<file path="config.mk">
export PLATFORM = sky130hd
export DESIGN_NAME = compare_match_interval_timer
export DESIGN_NICKNAME = d
export VERILOG_FILES = /design/src/interval_timer_pkg.sv /design/src/compare_match_interval_timer.sv /design/src/prescale_tick.sv
export SDC_FILE = /design/constraint.sdc
export NUM_CORES = 1
export LEC_CHECK = 0
export ABC_AREA = 1
export BUFFER_PORTS_ARGS = -buffer_cell sky130_fd_sc_hd__buf_2
export CAP_MARGIN = 20
export CORE_MARGIN = 4
export CORE_UTILIZATION = 50
export CTS_BUF_LIST = sky130_fd_sc_hd__clkbuf_4
export DETAILED_ROUTE_END_ITERATION = 10
export PLACE_DENSITY_LB_ADDON = 0.1
export SYNTH_ARGS = -nofsm -noshare
export SYNTH_HDL_FRONTEND = slang
export SYNTH_HIERARCHICAL = 1
export SYNTH_SLANG_ARGS = --single-unit
</file>
<file path="constraint.sdc">
create_clock -name i_mclk -period 2.2 [get_ports i_mclk]
set_input_delay 0.44 -clock i_mclk [delete_from_list [all_inputs] [get_ports i_mclk]]
set_output_delay 0.44 -clock i_mclk [all_outputs]
set_load 0.01 [all_outputs]
</file>
<file path="src/interval_timer_pkg.sv">
// constants shared by the four-channel interval timer
package interval_timer_pkg;
  localparam int NUM_CH = 4;
  localparam int CNT_W = 16;
  localparam int PS_W = 3;
  localparam int DIV_W = 7;
  localparam logic [15:0] CNT_RESET = 16'h0000;
  localparam logic [15:0] CONST_RESET = 16'hffff;
  localparam logic [15:0] CNT_STEP = 16'h0001;
  localparam logic [2:0] PS_RESET = 3'h0;
  localparam logic [6:0] DIV_STEP = 7'h01;
  // control/status byte layout
  localparam int CS_FLAG_BIT = 7;
  localparam int CS_IEN_BIT = 6;
  localparam int CS_RUN_BIT = 4;
  localparam logic [7:0] CS_RESET = 8'h00;
  localparam logic [7:0] PS_REG_RESET = 8'h00;
endpackage : interval_timer_pkg

</file>
<file path="src/compare_match_interval_timer.sv">
`timescale 1ns/1ps
// four-channel compare-match interval timer with plain register ports
// Summary of operation
// - counting starts when run bit written one
// - counter equal constant sets match flag
// - counter read after status read clears flag
// - on match counter reloads zero, keeps counting
// - counter writable while counting, continues onward
// - run cleared freezes count; resume from held
// - flag rises one clock after reload
// - interrupt equals flag and enable
// - stop mode clears flag, run, counter, irq
// - stop mode keeps other control, prescale bits
// - only reset leaves stop; clears prescale
// - reset clears control, prescale, counter, irq
// - reset loads match constant with all ones
// - reserved bits read back as zero
// - 3-bit field selects base divided 2^n
// - four independent channels, own registers each
// - counter reads do not disturb counting
module compare_match_interval_timer
  import interval_timer_pkg::*;
(
  input wire logic i_mclk,
  input wire logic i_rst_b,
  input wire logic i_sys_stop,
  input wire logic [NUM_CH-1:0] i_cnt_wr,
  input wire logic [NUM_CH-1:0] i_const_wr,
  input wire logic [NUM_CH-1:0] i_cs_wr,
  input wire logic [NUM_CH-1:0] i_ps_wr,
  input wire logic [NUM_CH-1:0] i_cnt_rd,
  input wire logic [NUM_CH-1:0] i_cs_rd,
  input wire logic [CNT_W-1:0] i_wdata,
  output logic [CNT_W-1:0] o_up_counter_value [NUM_CH],
  output logic [CNT_W-1:0] o_match_constant [NUM_CH],
  output logic [7:0] o_timer_ctrl_status [NUM_CH],
  output logic [7:0] o_prescale_select_reg [NUM_CH],
  output logic o_timer_irq_ch0,
  output logic o_timer_irq_ch1,
  output logic o_timer_irq_ch2,
  output logic o_timer_irq_ch3,
  output logic o_sys_stopped
);
  logic [7:0] tick;
  logic stop_q;
  logic stop_d;
  logic [NUM_CH-1:0] irq_q;
  logic [NUM_CH-1:0] irq_d;

  // picks the tick that matches a prescale code
  function automatic logic sel_tick(input logic [PS_W-1:0] sel, input logic [7:0] t);
    sel_tick = t[sel];
  endfunction : sel_tick

  // assembles the readable control/status byte; reserved bits are zero
  function automatic logic [7:0] cs_image(input logic f, input logic e, input logic r);
    cs_image = CS_RESET;
    cs_image[CS_FLAG_BIT] = f;
    cs_image[CS_IEN_BIT] = e;
    cs_image[CS_RUN_BIT] = r;
  endfunction : cs_image

  prescale_tick u_prescale (
    .i_mclk (i_mclk),
    .i_rst_b(i_rst_b),
    .o_tick (tick)
  );

  // stop mode is sticky; only the reset input ends it
  always_comb begin
    stop_d = stop_q | i_sys_stop;
  end

  always_ff @(posedge i_mclk or negedge i_rst_b) begin
    if (!i_rst_b) begin
      stop_q <= 1'b0;
    end else begin
      stop_q <= stop_d;
    end
  end

  assign o_sys_stopped = stop_q;

  for (genvar c = 0; c < NUM_CH; c++) begin : g_ch
    // control group
    logic [CNT_W-1:0] const_q;
    logic [CNT_W-1:0] const_d;
    logic ien_q;
    logic ien_d;
    logic run_q;
    logic run_d;
    logic [PS_W-1:0] ps_q;
    logic [PS_W-1:0] ps_d;

    // counter group
    logic [CNT_W-1:0] cnt_q;
    logic [CNT_W-1:0] cnt_d;
    logic hit_q;
    logic hit_d;
    logic step;
    logic match;

    // flag group
    logic flag_q;
    logic flag_d;
    logic armed_q;
    logic armed_d;

    // readable images
    logic [7:0] cs_img_q;
    logic [7:0] cs_img_d;
    logic [7:0] ps_img_q;
    logic [7:0] ps_img_d;

    // control writes; run gates all stepping
    always_comb begin
      const_d = const_q;
      ien_d = ien_q;
      run_d = run_q;
      ps_d = ps_q;
      if (i_cs_wr[c]) begin
        ien_d = i_wdata[CS_IEN_BIT];
        run_d = i_wdata[CS_RUN_BIT];
      end
      if (i_ps_wr[c]) begin
        ps_d = i_wdata[PS_W-1:0];
      end
      if (i_const_wr[c]) begin
        const_d = i_wdata;
      end
      // stop mode drops run but keeps the rest of the control state
      if (stop_d) begin
        run_d = 1'b0;
        ien_d = ien_q;
        ps_d = ps_q;
        const_d = const_q;
      end
    end

    always_ff @(posedge i_mclk or negedge i_rst_b) begin
      if (!i_rst_b) begin
        const_q <= CONST_RESET;
        ien_q <= 1'b0;
        run_q <= 1'b0;
        ps_q <= PS_RESET;
      end else begin
        const_q <= const_d;
        ien_q <= ien_d;
        run_q <= run_d;
        ps_q <= ps_d;
      end
    end

    // counter: host write wins over stepping, then reload on match
    always_comb begin
      step = run_q && sel_tick(ps_q, tick);
      match = (cnt_q == const_q);
      cnt_d = cnt_q;
      hit_d = 1'b0;
      if (i_cnt_wr[c]) begin
        cnt_d = i_wdata;
      end else if (step && match) begin
        cnt_d = CNT_RESET;
        hit_d = 1'b1;
      end else if (step) begin
        cnt_d = cnt_q + CNT_STEP;
      end
      if (stop_d) begin
        cnt_d = CNT_RESET;
        hit_d = 1'b0;
      end
    end

    always_ff @(posedge i_mclk or negedge i_rst_b) begin
      if (!i_rst_b) begin
        cnt_q <= CNT_RESET;
        hit_q <= 1'b0;
      end else begin
        cnt_q <= cnt_d;
        hit_q <= hit_d;
      end
    end

    // a status read arms the clear; only a counter read or stop mode disarms it
    always_comb begin
      flag_d = flag_q;
      armed_d = armed_q;
      if (i_cs_rd[c]) begin
        armed_d = 1'b1;
      end
      if (i_cnt_rd[c] && armed_q) begin
        flag_d = 1'b0;
        armed_d = 1'b0;
      end
      // the flag is raised one clock after the reload; set beats clear
      if (hit_q) begin
        flag_d = 1'b1;
      end
      if (stop_d) begin
        flag_d = 1'b0;
        armed_d = 1'b0;
      end
    end

    always_ff @(posedge i_mclk or negedge i_rst_b) begin
      if (!i_rst_b) begin
        flag_q <= 1'b0;
        armed_q <= 1'b0;
      end else begin
        flag_q <= flag_d;
        armed_q <= armed_d;
      end
    end

    // images are registered so every output comes from a flip-flop
    always_comb begin
      cs_img_d = cs_image(flag_d, ien_d, run_d);
      ps_img_d = PS_REG_RESET;
      ps_img_d[PS_W-1:0] = ps_d;
    end

    always_ff @(posedge i_mclk or negedge i_rst_b) begin
      if (!i_rst_b) begin
        cs_img_q <= CS_RESET;
        ps_img_q <= PS_REG_RESET;
      end else begin
        cs_img_q <= cs_img_d;
        ps_img_q <= ps_img_d;
      end
    end

    // irq is registered from the next flag and enable so it tracks flag and enable exactly
    assign irq_d[c] = flag_d && ien_d && !stop_d;

    assign o_up_counter_value[c] = cnt_q;
    assign o_match_constant[c] = const_q;
    assign o_timer_ctrl_status[c] = cs_img_q;
    assign o_prescale_select_reg[c] = ps_img_q;
  end

  always_ff @(posedge i_mclk or negedge i_rst_b) begin
    if (!i_rst_b) begin
      irq_q <= '0;
    end else begin
      irq_q <= irq_d;
    end
  end

  assign o_timer_irq_ch0 = irq_q[0];
  assign o_timer_irq_ch1 = irq_q[1];
  assign o_timer_irq_ch2 = irq_q[2];
  assign o_timer_irq_ch3 = irq_q[3];
endmodule : compare_match_interval_timer

</file>
<file path="src/prescale_tick.sv">
`timescale 1ns/1ps
// shared free-running divider giving one-cycle ticks at base/2^n
module prescale_tick
  import interval_timer_pkg::*;
(
  input wire logic i_mclk,
  input wire logic i_rst_b,
  output logic [7:0] o_tick
);
  logic [DIV_W-1:0] div_q;
  logic [DIV_W-1:0] div_d;

  always_comb begin
    div_d = div_q + DIV_STEP;
  end

  always_ff @(posedge i_mclk or negedge i_rst_b) begin
    if (!i_rst_b) begin
      div_q <= '0;
    end else begin
      div_q <= div_d;
    end
  end

  // tick n fires once every 2^n cycles; tick 0 every cycle
  assign o_tick[0] = 1'b1;
  for (genvar k = 1; k < 8; k++) begin : g_tick
    assign o_tick[k] = (div_q[k-1:0] == {k{1'b1}});
  end
endmodule : prescale_tick

</file>
**Word level (Yosys, flattened, before mapping)**

Index checks and enable logic that the tools add are counted.

- Bits in registers: 184
- Bits of input ports: 43
- Output and inout port bits: 197
- Word-level logic and storage cells: 181

- $add $sub $neg: 5
- $lt $le $gt $ge: 4
- Eq/ne operators: 10
- Muxes and demuxes: 84
- Bitwise logic cells: 2
- Reduce and logical (&&, ||, !) cells: 37

Operators by type and width:

| cell | number |
|---|---|
| two-way mux 16 bit | 16 |
| adder 16 x 1 -> 16 bit, second input constant | 4 |
| == test 16 bit | 4 |
| two-way mux 1 bit | 56 |
| two-way mux 3 bit | 8 |
| logical AND 1 bit | 20 |
| less-than comparator 3 x 4 -> 1 bit, second input constant | 4 |
| AND reduction 2 bit | 8 |
| nonzero test 4 bit | 4 |
| binary-select mux 1 bit (select 3 bit) | 4 |
| nonzero test 3 bit | 4 |
| adder 7 x 1 -> 7 bit, second input constant | 1 |
| == test 7 bit, second input constant | 1 |
| == test 6 bit, second input constant | 1 |
| == test 5 bit, second input constant | 1 |
| == test 4 bit, second input constant | 1 |
| == test 3 bit, second input constant | 1 |
| == test 2 bit, second input constant | 1 |
| zero test 1 bit | 1 |
| inverter 1 bit | 1 |
| bitwise OR 1 bit | 1 |

**Depth between registers and ports, before layout**

Gate-level depths: netlist of the first run.

- Word-level depth: 8
- Depth in mapped cells: 15
- Mapped depth without buffers: 14

**Modules after synthesis**

The synthesis of the first run kept the hierarchy.

Modules (own cells, without submodules):

| module | instances | cells each | area an instance (µm²) | seq. area each (µm²) |
|---|---|---|---|---|
| compare_match_interval_timer | 1 | 1,499 | 10,383.7 | 4,209.0 |
| prescale_tick | 1 | 41 | 357.8 | 175.2 |

**Worst setup path after synthesis of the first run**

OpenSTA, ideal clock, no wires.

- Kind: flip-flop to flip-flop
- From: register u_prescale.div_q[0]
- To: register g_ch[0].cnt_q[6]
- Setup time: 0.116 ns
- Arrival time: 1.746 ns
- Data required time: 2.084 ns
- Setup slack: 0.338 ns
- Stages on the path, launching flop included: 16
- Path buffers: 1
- Clock period less this slack: 1.862 ns
- Cells stage by stage: dfrtp_1 > ha_1 > nand3_1 > nor3_1 > inv_1 > nand2_1 > nand3_1 > nand3_2 > nand2_1 > nor2_2 > nand2_2 > buf_6 > nand2_1 > nand2_1 > nand2_1 > nand2_1

- Cells in the longest elaborated chain, start to end: 8
- Elaborated cells on any way between the ends: 14
- Those cells by class: eq/ne (6); mux (5); reduce/logical (3)

Ends and longest elaborated chain:

| item | RTL line | source |
|---|---|---|
| start, declared | prescale_tick.sv:10 | `logic [DIV_W-1:0] div_q;` |
| start signal, assigned | prescale_tick.sv:21 | `div_q <= div_d;` |
| == test 2 bit (*) | prescale_tick.sv:28 | `assign o_tick[k] = (div_q[k-1:0] == {k{1'b1}});` |
| net tick[2] | compare_match_interval_timer.sv:44 | `logic [7:0] tick;` |
| binary-select mux 1 bit (select 3 bit) (*) | compare_match_interval_timer.sv:52 | `sel_tick = t[sel];` |
| two-way mux 1 bit (not written as such) (*) | compare_match_interval_timer.sv:52 |  |
| logical AND 1 bit (*) | compare_match_interval_timer.sv:156 | `step = run_q && sel_tick(ps_q, tick);` |
| logical AND 1 bit | compare_match_interval_timer.sv:162 | `end else if (step && match) begin` |
| two-way mux 16 bit | compare_match_interval_timer.sv:162 |  |
| two-way mux 16 bit | compare_match_interval_timer.sv:160 | `if (i_cnt_wr[c]) begin` |
| two-way mux 16 bit | compare_match_interval_timer.sv:168 | `if (stop_d) begin` |
| end signal, assigned | compare_match_interval_timer.sv:179 | `cnt_q <= cnt_d;` |
| end, declared | compare_match_interval_timer.sv:96 | `logic [CNT_W-1:0] cnt_q;` |

Mark *: on every way through the listed nets, which the timed path passes. The rest lies on a longest branch. The select of a mux whose other input is x is not followed.
A chain may end at the register's enable or synchronous reset.

**Worst setup path in the final report of the first run**

- From: register u_prescale.div_q[0]
- To: register g_ch[0].cnt_q[8]

- Cells in the longest elaborated chain, start to end: 8
- Elaborated cells on any way between the ends: 14
- Those cells by class: eq/ne (6); mux (5); reduce/logical (3)

Ends and longest elaborated chain:

| item | RTL line |
|---|---|
| == test 6 bit (*) | prescale_tick.sv:28 |
| net tick[6] | compare_match_interval_timer.sv:44 |
| binary-select mux 1 bit (select 3 bit) (*) | compare_match_interval_timer.sv:52 |
| two-way mux 1 bit (not written as such) (*) | compare_match_interval_timer.sv:52 |
| logical AND 1 bit (*) | compare_match_interval_timer.sv:156 |
| logical AND 1 bit | compare_match_interval_timer.sv:162 |
| two-way mux 16 bit | compare_match_interval_timer.sv:162 |
| two-way mux 16 bit | compare_match_interval_timer.sv:160 |
| two-way mux 16 bit | compare_match_interval_timer.sv:168 |

Marks and branches as above.

==> results of run 1 <==
[layout by cell type, fill, tap and decap left out, types with 8 or more instances in the layout]
cell,count
a21oi_1,8
nand3_1,39
dfrtp_1,107
nand3_2,12
nand2_4,10
inv_1,140
nor2_1,185
inv_2,11
xnor2_1,43
conb_1,41
xor2_1,46
buf_2,198
clkbuf_4,19
nand2_1,616
nor2_2,10
dfstp_2,64
nor3_1,20
o21ai_0,83
nand2_2,13
buf_4,25
[worst reg2reg max path, cell delays in order, from the launching register on]
cell	delay, ps
dfrtp_2	440
buf_4	140
ha_4	130
nand3_2	80
nor2_2	130
inv_2	70
nand2_1	70
nand3_1	80
nand3_2	90
nand2_2	70
nor2_4	220
nand2_4	140
nand2_1	100
nand2_1	60
nand2_1	70
nand2_1	50
[cell type report]
type                            instances  area, um^2
Antenna cell                            1       2.502
Sequential cell                       172        4385
Clock inverter                         13       102.6
Fill cell                            2018        8787
Clock buffer                           19       142.6
Tap cell                              275       344.1
Inverter                              154       583.1
Multi-Input combinational cell       1161        5449
Timing Repair Buffer                  231        1291
[through the flow]
step | worst slack, ps | total power [mW] | std cells
2_1_floorplan | 337.6 | 4.125 | 1579
4_1_cts | 51.78 | 6.227 | 2018
3_3_place_gp | 103.6 | 4.518 | 1983
5_1_grt | 4.192 | 6.515 | 2026
3_5_place_dp | 22.83 | 4.533 | 1983
6_report | 163.9 | 6.199 | 2026
[cell usage after synthesis, types with 2 or more instances]
cell type and count:
o211a_1 4, dfrtp_1 108, xor2_1 46, buf_4 56, nor3_1 21, nor2_1 188, o21ai_0 83, ha_1 6
mux2i_1 4, nor2_2 10, buf_6 9, o21bai_1 2, nand3_1 42, conb_1 2, nand2_2 13, nand3b_1 2
inv_1 142, dfstp_2 64, nand3_2 9, o211ai_1 4, nand2_1 623, nor2_4 2, clkbuf_1 21, nand4_1 3
buf_2 9, inv_2 11, xnor2_1 43, a21oi_1 8, nor3_2 2
[layer usage]
layer | wire, um | part of all wire | GRT usage | vias to the layer above
met4 | 643 | 0.020 | 0.06686 | 0
met2 | 15100 | 0.46 | 0.4326 | 345
li1 | - | - | - | 4984
met1 | 14660 | 0.45 | 0.3954 | 4599
met5 | 0 | 0 | 0 | -
met3 | 2508 | 0.076 | 0.04841 | 40
[path summary, 6_finish.rpt]
path	from	to	slack (ps)	cells after the start
hold reg to reg	g_ch[1].hit_q$_DFF_PN0_	g_ch[1].cs_img_q[7]$_DFF_PN0_	510	2
setup / recovery	u_prescale/div_q[0]$_DFF_PN0_	g_ch[0].cnt_q[8]$_DFFE_PN0P_	160	15
min in group asynchronous	i_rst_b	g_ch[2].ps_img_q[2]$_DFFE_PN0P_	350	2
max in group asynchronous	i_rst_b	g_ch[0].const_q[5]$_DFFE_PN1P_	1070	3
hold / removal	i_cs_wr[2]	g_ch[2].cs_img_q[4]$_DFFE_PN0P_	40	2
setup reg to reg	u_prescale/div_q[0]$_DFF_PN0_	g_ch[0].cnt_q[8]$_DFFE_PN0P_	160	15
[power by group through the flow]
stage	registers, mW	clock network (mW)	logic [mW]
global placement	3.61	0	0.911
detailed placement	3.61	0	0.925
floorplan	3.61	0	0.514
global route	3.58	1.88	1.05
CTS	3.56	1.74	0.932
finish	3.56	1.70	0.938
[cell families after synthesis]
| group | count (synthesis) |
|---|---|
| xor+xnor | 89 |
| fa+ha+maj | 6 |
| other cells | 2 |
| mux | 4 |
| buf+inv | 250 |
| simple gates | 916 |
| compound gates | 101 |
| flops | 172 |
[registers in the layout, indices dropped and copies added, names as in the netlist]
name and cells:
g_ch.cnt_q 64, g_ch.const_q 64, g_ch.cs_img_q 12, g_ch.ps_img_q 12, u_prescale/div_q 7, g_ch.armed_q 4, g_ch.hit_q 4, irq_q 4
o_sys_stopped 1
[what timing repair did]
item	in CTS	in global routing
endpoints found under the setup margin	2	68
gates cloned	0	4
buffers inserted	0	3
resized for setup	1	40
pin swaps	0	7
hold buffers	3	0
endpoints found under the hold margin	31	0
==> metrics.md, run 1 <==
| Metric | Value |
|---|---|
| Worst Skew | 20.85 ps |
| Simple logic cell fraction of the synthesized area | 0.3432 |
| CP required | 2680 ps |
| Die area | 23,890 um^2 |
| Pins Over Slew Limit | 0 |
| Mapped Area | 10,740 um^2 |
| H-tree levels | 4 |
| Site row count | 53 |
| Setup TNS | 0 ps |
| WP buf/inv | 2 |
| Ports | 240 |
| NetSw | 1.917 mW |
| Post-synth EDFFs | 0 |
| CTS Buf Count | 17 |
| Worst-path fanout max | 8 |
| Root Driver | clkbuf_4 |
| RSZ-0062 raised after global routing | false |
| Peak Freq | 491.1 MHz |
| Post-synth ARST share | 1.000 |
| Yosys cell types | 32 |
| Area Growth Syn to Fin | 14.51% |
| CP Cell Sequence | buf_4 -> ha_4 -> nand3_2 -> nor2_2 -> inv_2 -> nand2_1 -> nand3_1 -> nand3_2 -> nand2_2 -> nor2_4 -> nand2_4 -> nand2_1 -> nand2_1 -> nand2_1 -> nand2_1 |
| Yosys top cell area share | 0.2516 |
| First-pass GRT wire length | 51,410 um |
| Largest delay share family, worst path | simple AND/OR/NAND/NOR gates |
| Vias/cell | 4.920 |
| Detailed Routing Iterations Pass 1 | 5 |
| Primary FF master, synth | dfrtp_1 |
| Setup violators final | 0 |
| Yosys reg bits | 172 |
| Clock power frac | 0.275 |
| Comb pwr share | 0.151 |
| Main combinational cell family by area after synthesis | simple AND/OR/NAND/NOR gates |
| Fin nets | 1,786 |
| Seq pwr share | 0.574 |
| Slowest-stage cell, CP | dfrtp_2 |
| Crit path launch type | flip-flop |
| Internal power | 4.282 mW |
| Final Hold Fails | 0 |
| Peak supply drop | 0.0002991 V |
| Clock sinks | 172 |
| Worst-path clk slew | 150 ps |
| WS Path Type | flip-flop to flip-flop |
| GRT Resource Usage Total | 0.2743 |
| CP most frequent cell | nand2_1 |
| Final wirelength | 32,910 um |
| Largest cells by area after synthesis | dfrtp_1 25%, nand2_1 22%, dfstp_2 16%, nor2_1 6.6%, inv_1 5.0% |
| Compound-gate portion of the synthesized area | 0.05032 |
| GPL Wtd Cong | 0.8982 |
| CTS tree | done |
| Slew HR | 0.6264 |
| DPL Wire Length | 23,690 um |
| Die Ht | 154.6 um |
| Max-cap violations | 0 |
| Min-delay worst type | input pin to flip-flop |
| Core Region | 21,090 um^2 |
| Crit path time final | 2036 ps |
| Synth warn | 6 |
| Hold WS | 43.26 ps |
| GRT Residual Overflow | 0 |
| Layout cells sized above 1 | 0.2246 |
| Remaining routing DRC violations | 0 |
| Via count | 9,968 |
| Mean Syn Cell Area | 6.975 um^2 |
| Sequential area share after synthesis | 0.4082 |
| CP endpoint kind | flip-flop |
| Cell area after layout | 12,300 um^2 |
| Largest net degree at the start of global routing | 51 |
| Initial Util | 0.5094 |
| XOR/XNOR Fraction of Synth Area | 0.07257 |
| DR WL/cell | 16.25 um |
| LEAKAGE | 6.878 nW |
| Mux cell area share after synthesis | 0.003727 |
| Max incr delay on CP | 440 ps |
| PortBufs | 199 |
| Fin util | 0.5833 |
| Worst slew pin tran | 558.3 ps |
| Insertion delay to the later sink of the worst-skew pair | 580 ps |
| Yosys top cell by area | dfrtp_1 |
| Synth Instances | 1,540 |
| Tcrit/Tclk final | 0.9255 |
| Die X | 154.6 um |
| Initial antenna violation count | 1 |
| Antenna Nets Post-Route | 0 |
| DRT iter0 DRCs | 626 |
| Pwr per Cell Area | 504.0 nW/um^2 |
| Status | complete, no violations |
| Vias in the first global route | 9,118 |
| Sw frac | 0.3092 |
| Max clock buf depth | 2 |
| Crit path DAT | 2510 ps |
| Placed Area | 11,820 um^2 |
| Adder-Cell Fraction of Synth Area | 0.006989 |
No activity file was read; power rests on OpenSTA's default activity.
==> inputs of run 2 (changes only) <==
GPL_TIMING_DRIVEN = 0   (was default)
clock period = 2.6 ns   (was 2.2 ns; I/O delays follow)
==> run 2 against run 1 <==
Net effect:
- design area rose by 2.1%
- global-route usage rose by 0.18 points
- worst setup slack improved by 120 ps
- register-to-register slack improved by 120 ps
- combinational power fell by 10%
- sequential cell count did not move
- critical path depth fell by 3
- non-clock buffer count rose by 65
- first-iteration DRC count did not move
- via count rose by 3.3%
- clock skew rose by 5.8 ps
==> metrics.md, run 2 (synthesis results as in run 1) <==
| Metric | Value |
|---|---|
| Vias in the first global route | 9,353 |
| Commonest non-fill, non-tap cells in the layout | 623 x nand2_1, 206 x buf_2, 188 x nor2_1, 142 x inv_1, 108 x dfrtp_1 |
| Largest regs | g_ch.cnt_q: 64 flops, g_ch.const_q: 64 flops |
| Worst-path fanout max | 10 |
| Placed Area | 12,260 um^2 |
| Non-Filler Instances | 2,087 |
| Max-cap violations | 0 |
| Die Ht | 154.6 um |
| H-tree levels | 4 |
| Vias/cell | 4.932 |
| Largest net degree at the start of global routing | 97 |
| Root Driver | clkbuf_4 |
| GRT Resource Usage Total | 0.2761 |
| Peak supply drop | 0.0002888 V |
| Layout cells sized above 1 | 0.2308 |
| Worst Skew | 26.67 ps |
| Hold WS | 110.2 ps |
| Largest delay share family, worst path | simple AND/OR/NAND/NOR gates |
| Fillers | 2,054 |
| Final Hold Fails | 0 |
| Setup TNS | 0 ps |
| WP buf/inv | 2 |
| First-pass GRT wire length | 51,890 um |
| Tcrit/Tclk final | 0.8919 |
| Min-delay worst type | input pin to flip-flop |
| Initial antenna violation count | 1 |
| Fin worst setup slack | 281.1 ps |
| Slew HR | 0.3035 |
| PortBufs | 198 |
| Peak Freq | 431.2 MHz |
| Area Growth Syn to Fin | 16.96% |
| Multi-input gate area | 5280 um^2 |
| Final wirelength | 33,470 um |
| Die area | 23,890 um^2 |
| Max incr delay on CP | 440 ps |
| Setup violators final | 0 |
| Max clock buf depth | 2 |
| Fin nets | 1,847 |
| Crit path time final | 2319 ps |
| DR WL/cell | 16.04 um |
| CP required | 3070 ps |
| WS Path Type | flip-flop to flip-flop |
| Core Region | 21,090 um^2 |
| Worst-path clk slew | 150 ps |
| CTS Buf Count | 17 |
| # placed instances | 2,053 |
| GRT Residual Overflow | 0 |
| Most common cell after layout, fill and taps aside | nand2_1 |
| Detailed Routing Iterations Pass 1 | 7 |
| Die X | 154.6 um |
| DRT iter0 DRCs | 626 |
| DPL Wire Length | 24,600 um |
| CTS tree | done |
| Ports | 240 |
| Pwr per Cell Area | 435.2 nW/um^2 |
| Status | complete, no violations |
| Site row count | 53 |
| Crit path launch type | flip-flop |
| Remaining routing DRC violations | 0 |
| Worst slew pin tran | 1045 ps |
| CP endpoint kind | flip-flop |
| Fin util | 0.5958 |
| Antenna Nets Post-Route | 0 |
| Cell area after layout | 12,560 um^2 |
| Crit path DAT | 2790 ps |
| GPL Wtd Cong | 0.9266 |
| Pre-CTS setup slack | 138.7 ps |
| Initial Util | 0.5094 |
| Total power | 5.467 mW |
| Via count | 10,290 |
| Slowest-stage cell, CP | dfrtp_1 |
| CP Cell Sequence | ha_1 -> nand3_1 -> nor3_1 -> inv_1 -> nand2_1 -> nand3_2 -> nand3_2 -> nand2_1 -> nor2_2 -> nand2_2 -> buf_6 -> nor3_2 |
| Register Area | 4384 um^2 |
| Clock sinks | 172 |
| LEAKAGE | 7.043 nW |
| Pins Over Slew Limit | 0 |
| RSZ-0062 raised after global routing | false |
| Insertion delay to the later sink of the worst-skew pair | 590 ps |
==> run 2: changes by cell type in the layout (fill, tap and decap cells not counted), sizes merged <==
cell,before,now
clkbuf,19,41
bufinv,1,2
clkinvlp,3,2
inv,153,157
clkinv,10,6
nand2,640,636
buf,228,273
dlygate4sd3,3,1
==> run 2: metal layers <==
metal / global-route usage / share of wire / vias to the layer above
met5: 0 / 0 / -
met4: 0.06981 / 0.019 / 0
met3: 0.04673 / 0.088 / 45
met2: 0.4397 / 0.46 / 436
met1: 0.3944 / 0.43 / 4711
li1: - / - / 5101
==> run 2: where the power goes <==
part           switching (mW)  internal (mW)  leakage (nW)
clock network            1.01          0.601         0.152
logic                   0.516          0.325          4.75
registers               0.154           2.86          2.14
total                    1.68           3.78          7.04
==> run 2: final timing paths <==
check | start | endpoint | slack, ps | cells after the start
worst max-delay path | u_prescale/div_q[0]$_DFF_PN0_ | g_ch[3].hit_q$_DFF_PN0_ | 280 | 12
worst min-delay path | i_cs_wr[2] | g_ch[2].cs_img_q[4]$_DFFE_PN0P_ | 110 | 2
worst max register to register | u_prescale/div_q[0]$_DFF_PN0_ | g_ch[3].hit_q$_DFF_PN0_ | 280 | 12
worst min register to register | g_ch[1].hit_q$_DFF_PN0_ | g_ch[1].cs_img_q[7]$_DFF_PN0_ | 510 | 2
max in group asynchronous | i_rst_b | g_ch[1].const_q[7]$_DFFE_PN1P_ | 1170 | 3
min in group asynchronous | i_rst_b | g_ch[2].cnt_q[1]$_DFFE_PN0P_ | 510 | 2
==> run 2: repair_timing <==
item,CTS,global route
endpoints found under the setup margin,0,1
hold buffers,1,0
resized for setup,0,1
hold endpoints to repair,67,0
setup buffers,0,0
==> run 2: area by class of cell <==
type                    count  share of cell area
diodes                      1           0.0001992
plain buffers              96             0.05179
clock buffers              19             0.01135
clock inverters            13             0.01135
inverters                 154             0.04601
multi-input cells        1157              0.4203
flip-flops and latches    172              0.3490
well taps                 275             0.02739
repair buffers            200             0.08266
==> inputs of run 3 (changes only) <==
RECOVER_POWER = 100   (was default)
==> run 3 against run 2 <==
Net effect:
- the run now ends with capacitance limit, slew limit left
- maximum frequency is 0.87% lower
- design area is 1.2% lower
- utilization is 0.73 points lower
- clock skew shrank 1.7 ps
- clock power is essentially flat
- routed wire length is 0.27% higher
- first-iteration DRC count is 3.7% higher
- non-clock buffer count is the same
- die area unchanged
- worst setup slack worse by 20 ps
- combinational power shrank 1%
- cell count did not move
- largest cell class unchanged
==> metrics.md, run 3 (synthesis results as in run 1) <==
| Metric | Value |
|---|---|
| Max clock buf depth | 2 |
| Largest regs | g_ch.cnt_q: 64 flops, g_ch.const_q: 64 flops |
| Slew HR | -0.2300 |
| Remaining routing DRC violations | 0 |
| Site row count | 53 |
| CP endpoint kind | flip-flop |
| Pins Over Slew Limit | 77 |
| Register Area | 4384 um^2 |
| GPL Wtd Cong | 0.9266 |
| Commonest non-fill, non-tap cells in the layout | 624 x nand2_1, 189 x nor2_1, 143 x inv_1, 115 x buf_2, 113 x clkbuf_1 |
| LEAKAGE | 6.633 nW |
| Largest net degree at the start of global routing | 97 |
| Worst Skew | 24.92 ps |
| Max-cap violations | 1 |
| Die X | 154.6 um |
| Pre-CTS setup slack | 138.7 ps |
| GRT Resource Usage Total | 0.2761 |
| Final Hold Fails | 0 |
| RSZ-0062 raised after global routing | false |
| Setup violators final | 0 |
| Fin worst setup slack | 260.8 ps |
| Setup TNS | 0 ps |
| DPL Wire Length | 24,600 um |
| Area Growth Syn to Fin | 15.53% |
| Vias in the first global route | 9,353 |
| Crit path time final | 2339 ps |
| Tcrit/Tclk final | 0.8997 |
| Initial antenna violation count | 1 |
| Die Ht | 154.6 um |
| CTS tree | done |
| Antenna Nets Post-Route | 0 |
| DR WL/cell | 16.08 um |
| H-tree levels | 4 |
| Worst-path clk slew | 140 ps |
| Worst slew pin tran | 1845 ps |
| Crit path DAT | 2800 ps |
| Peak supply drop | 0.0002849 V |
| Die area | 23,890 um^2 |
| Detailed Routing Iterations Pass 1 | 5 |
| PortBufs | 198 |
| CP required | 3070 ps |
| CTS Buf Count | 17 |
| Status | finished with violations |
| Met1 WL | 14,720 um |
| Most common cell after layout, fill and taps aside | nand2_1 |
| Crit path from | u_prescale/div_q[0]$_DFF_PN0_ |
| Worst-path fanout max | 10 |
| Fin nets | 1,847 |
| Min-delay worst type | input pin to flip-flop |
| Peak Freq | 427.5 MHz |
| Failing checks | capacitance limit, slew limit |
| Clock sinks | 172 |
| Core Region | 21,090 um^2 |
| Final wirelength | 33,560 um |
| Root Driver | clkbuf_4 |
| Total power | 5.411 mW |
| GRT Residual Overflow | 0 |
| Initial Util | 0.5094 |
| Layout cells sized above 1 | 0.1419 |
| First-pass GRT wire length | 51,890 um |
| Multi-input gate area | 5265 um^2 |
| Via count | 10,290 |
| Met3 wire length | 2761 um |
| Fillers | 2,115 |
| Vias/cell | 4.931 |
| Hold WS | 114.2 ps |
| Setup Buffers After CTS | 0 |
| Met2 WL | 15,410 um |
| Worst r2r src | u_prescale/div_q[0]$_DFF_PN0_ |
| Ports | 240 |
| DRT iter0 DRCs | 649 |
| Worst Hold Launch | i_cnt_wr[1] |
| Pwr per Cell Area | 436.0 nW/um^2 |
| Insertion delay to the later sink of the worst-skew pair | 580 ps |
| Fin util | 0.5885 |
| WS Path Type | flip-flop to flip-flop |
| Crit path launch type | flip-flop |
| Highest metal used | met4 |
[run 3: cell count changes in the layout (fill, tap and decap cells not counted), moves of 2 or more]
cell | previous run | this run
clkbuf_1 | 21 | 113
buf_2 | 206 | 115
dfstp_1 | 0 | 64
dfstp_2 | 64 | 0
buf_4 | 56 | 53
clkbuf_4 | 19 | 22
nand3_1 | 42 | 44
nand3_2 | 9 | 7
[run 3: report_power, final]
group / internal (mW) / leakage, nW / switching, mW
Sequential: 2.82 / 2.14 / 0.154
Clock: 0.601 / 0.152 / 1.00
Combinational: 0.314 / 4.34 / 0.515
[run 3: worst max-delay path: stages (launching register included)]
cell and delay [ps]:
dfrtp_1 450, ha_1 240, nand3_1 170, nor3_1 170, inv_1 120, nand2_1 90
nand3_2 70, nand3_1 110, nand2_1 70, nor2_2 170, nand2_2 150, buf_6 180
nor3_2 250
[run 3: metrics by stage]
| step | area, um^2 | instances |
|---|---|---|
| 6_report | 12410 | 2087 |
| 5_1_grt | 12410 | 2087 |
| 4_1_cts | 12560 | 2086 |
| 3_5_place_dp | 12260 | 2053 |
| 3_3_place_gp | 12220 | 2052 |
| 2_1_floorplan | 10890 | 1579 |
[run 3: layout make-up]
class,count,area share
Clock inverter,13,0.01149
Sequential cell,172,0.3533
Inverter,154,0.04658
Timing Repair Buffer,200,0.07320
Multi-Input combinational cell,1157,0.4243
Antenna cell,1,0.0002017
Clock buffer,19,0.01149
Buffer,96,0.05172
Tap cell,275,0.02773
[run 3: worst paths after layout]
check,endpoint,slack (ps),cells after the start
max in group asynchronous,g_ch[1].const_q[7]$_DFFE_PN1P_,290,3
worst min register to register,g_ch[1].cs_img_q[7]$_DFF_PN0_,510,2
worst min-delay path,g_ch[1].hit_q$_DFF_PN0_,110,2
worst max-delay path,g_ch[3].hit_q$_DFF_PN0_,260,12
min in group asynchronous,g_ch[2].cnt_q[1]$_DFFE_PN0P_,990,2
worst max register to register,g_ch[3].hit_q$_DFF_PN0_,260,12
[run 3: repair_timing]
action	4_1_cts	5_1_grt
hold endpoints to repair	67	0
hold buffers	1	0
gates resized for setup	0	1
setup endpoints to repair	0	1
[run 3: metal layers]
layer / GRT usage / vias to the layer above
met2: 0.4397 / 407
met4: 0.06981 / 0
met5: 0 / -
li1: - / 5097
met1: 0.3944 / 4739
met3: 0.04673 / 47
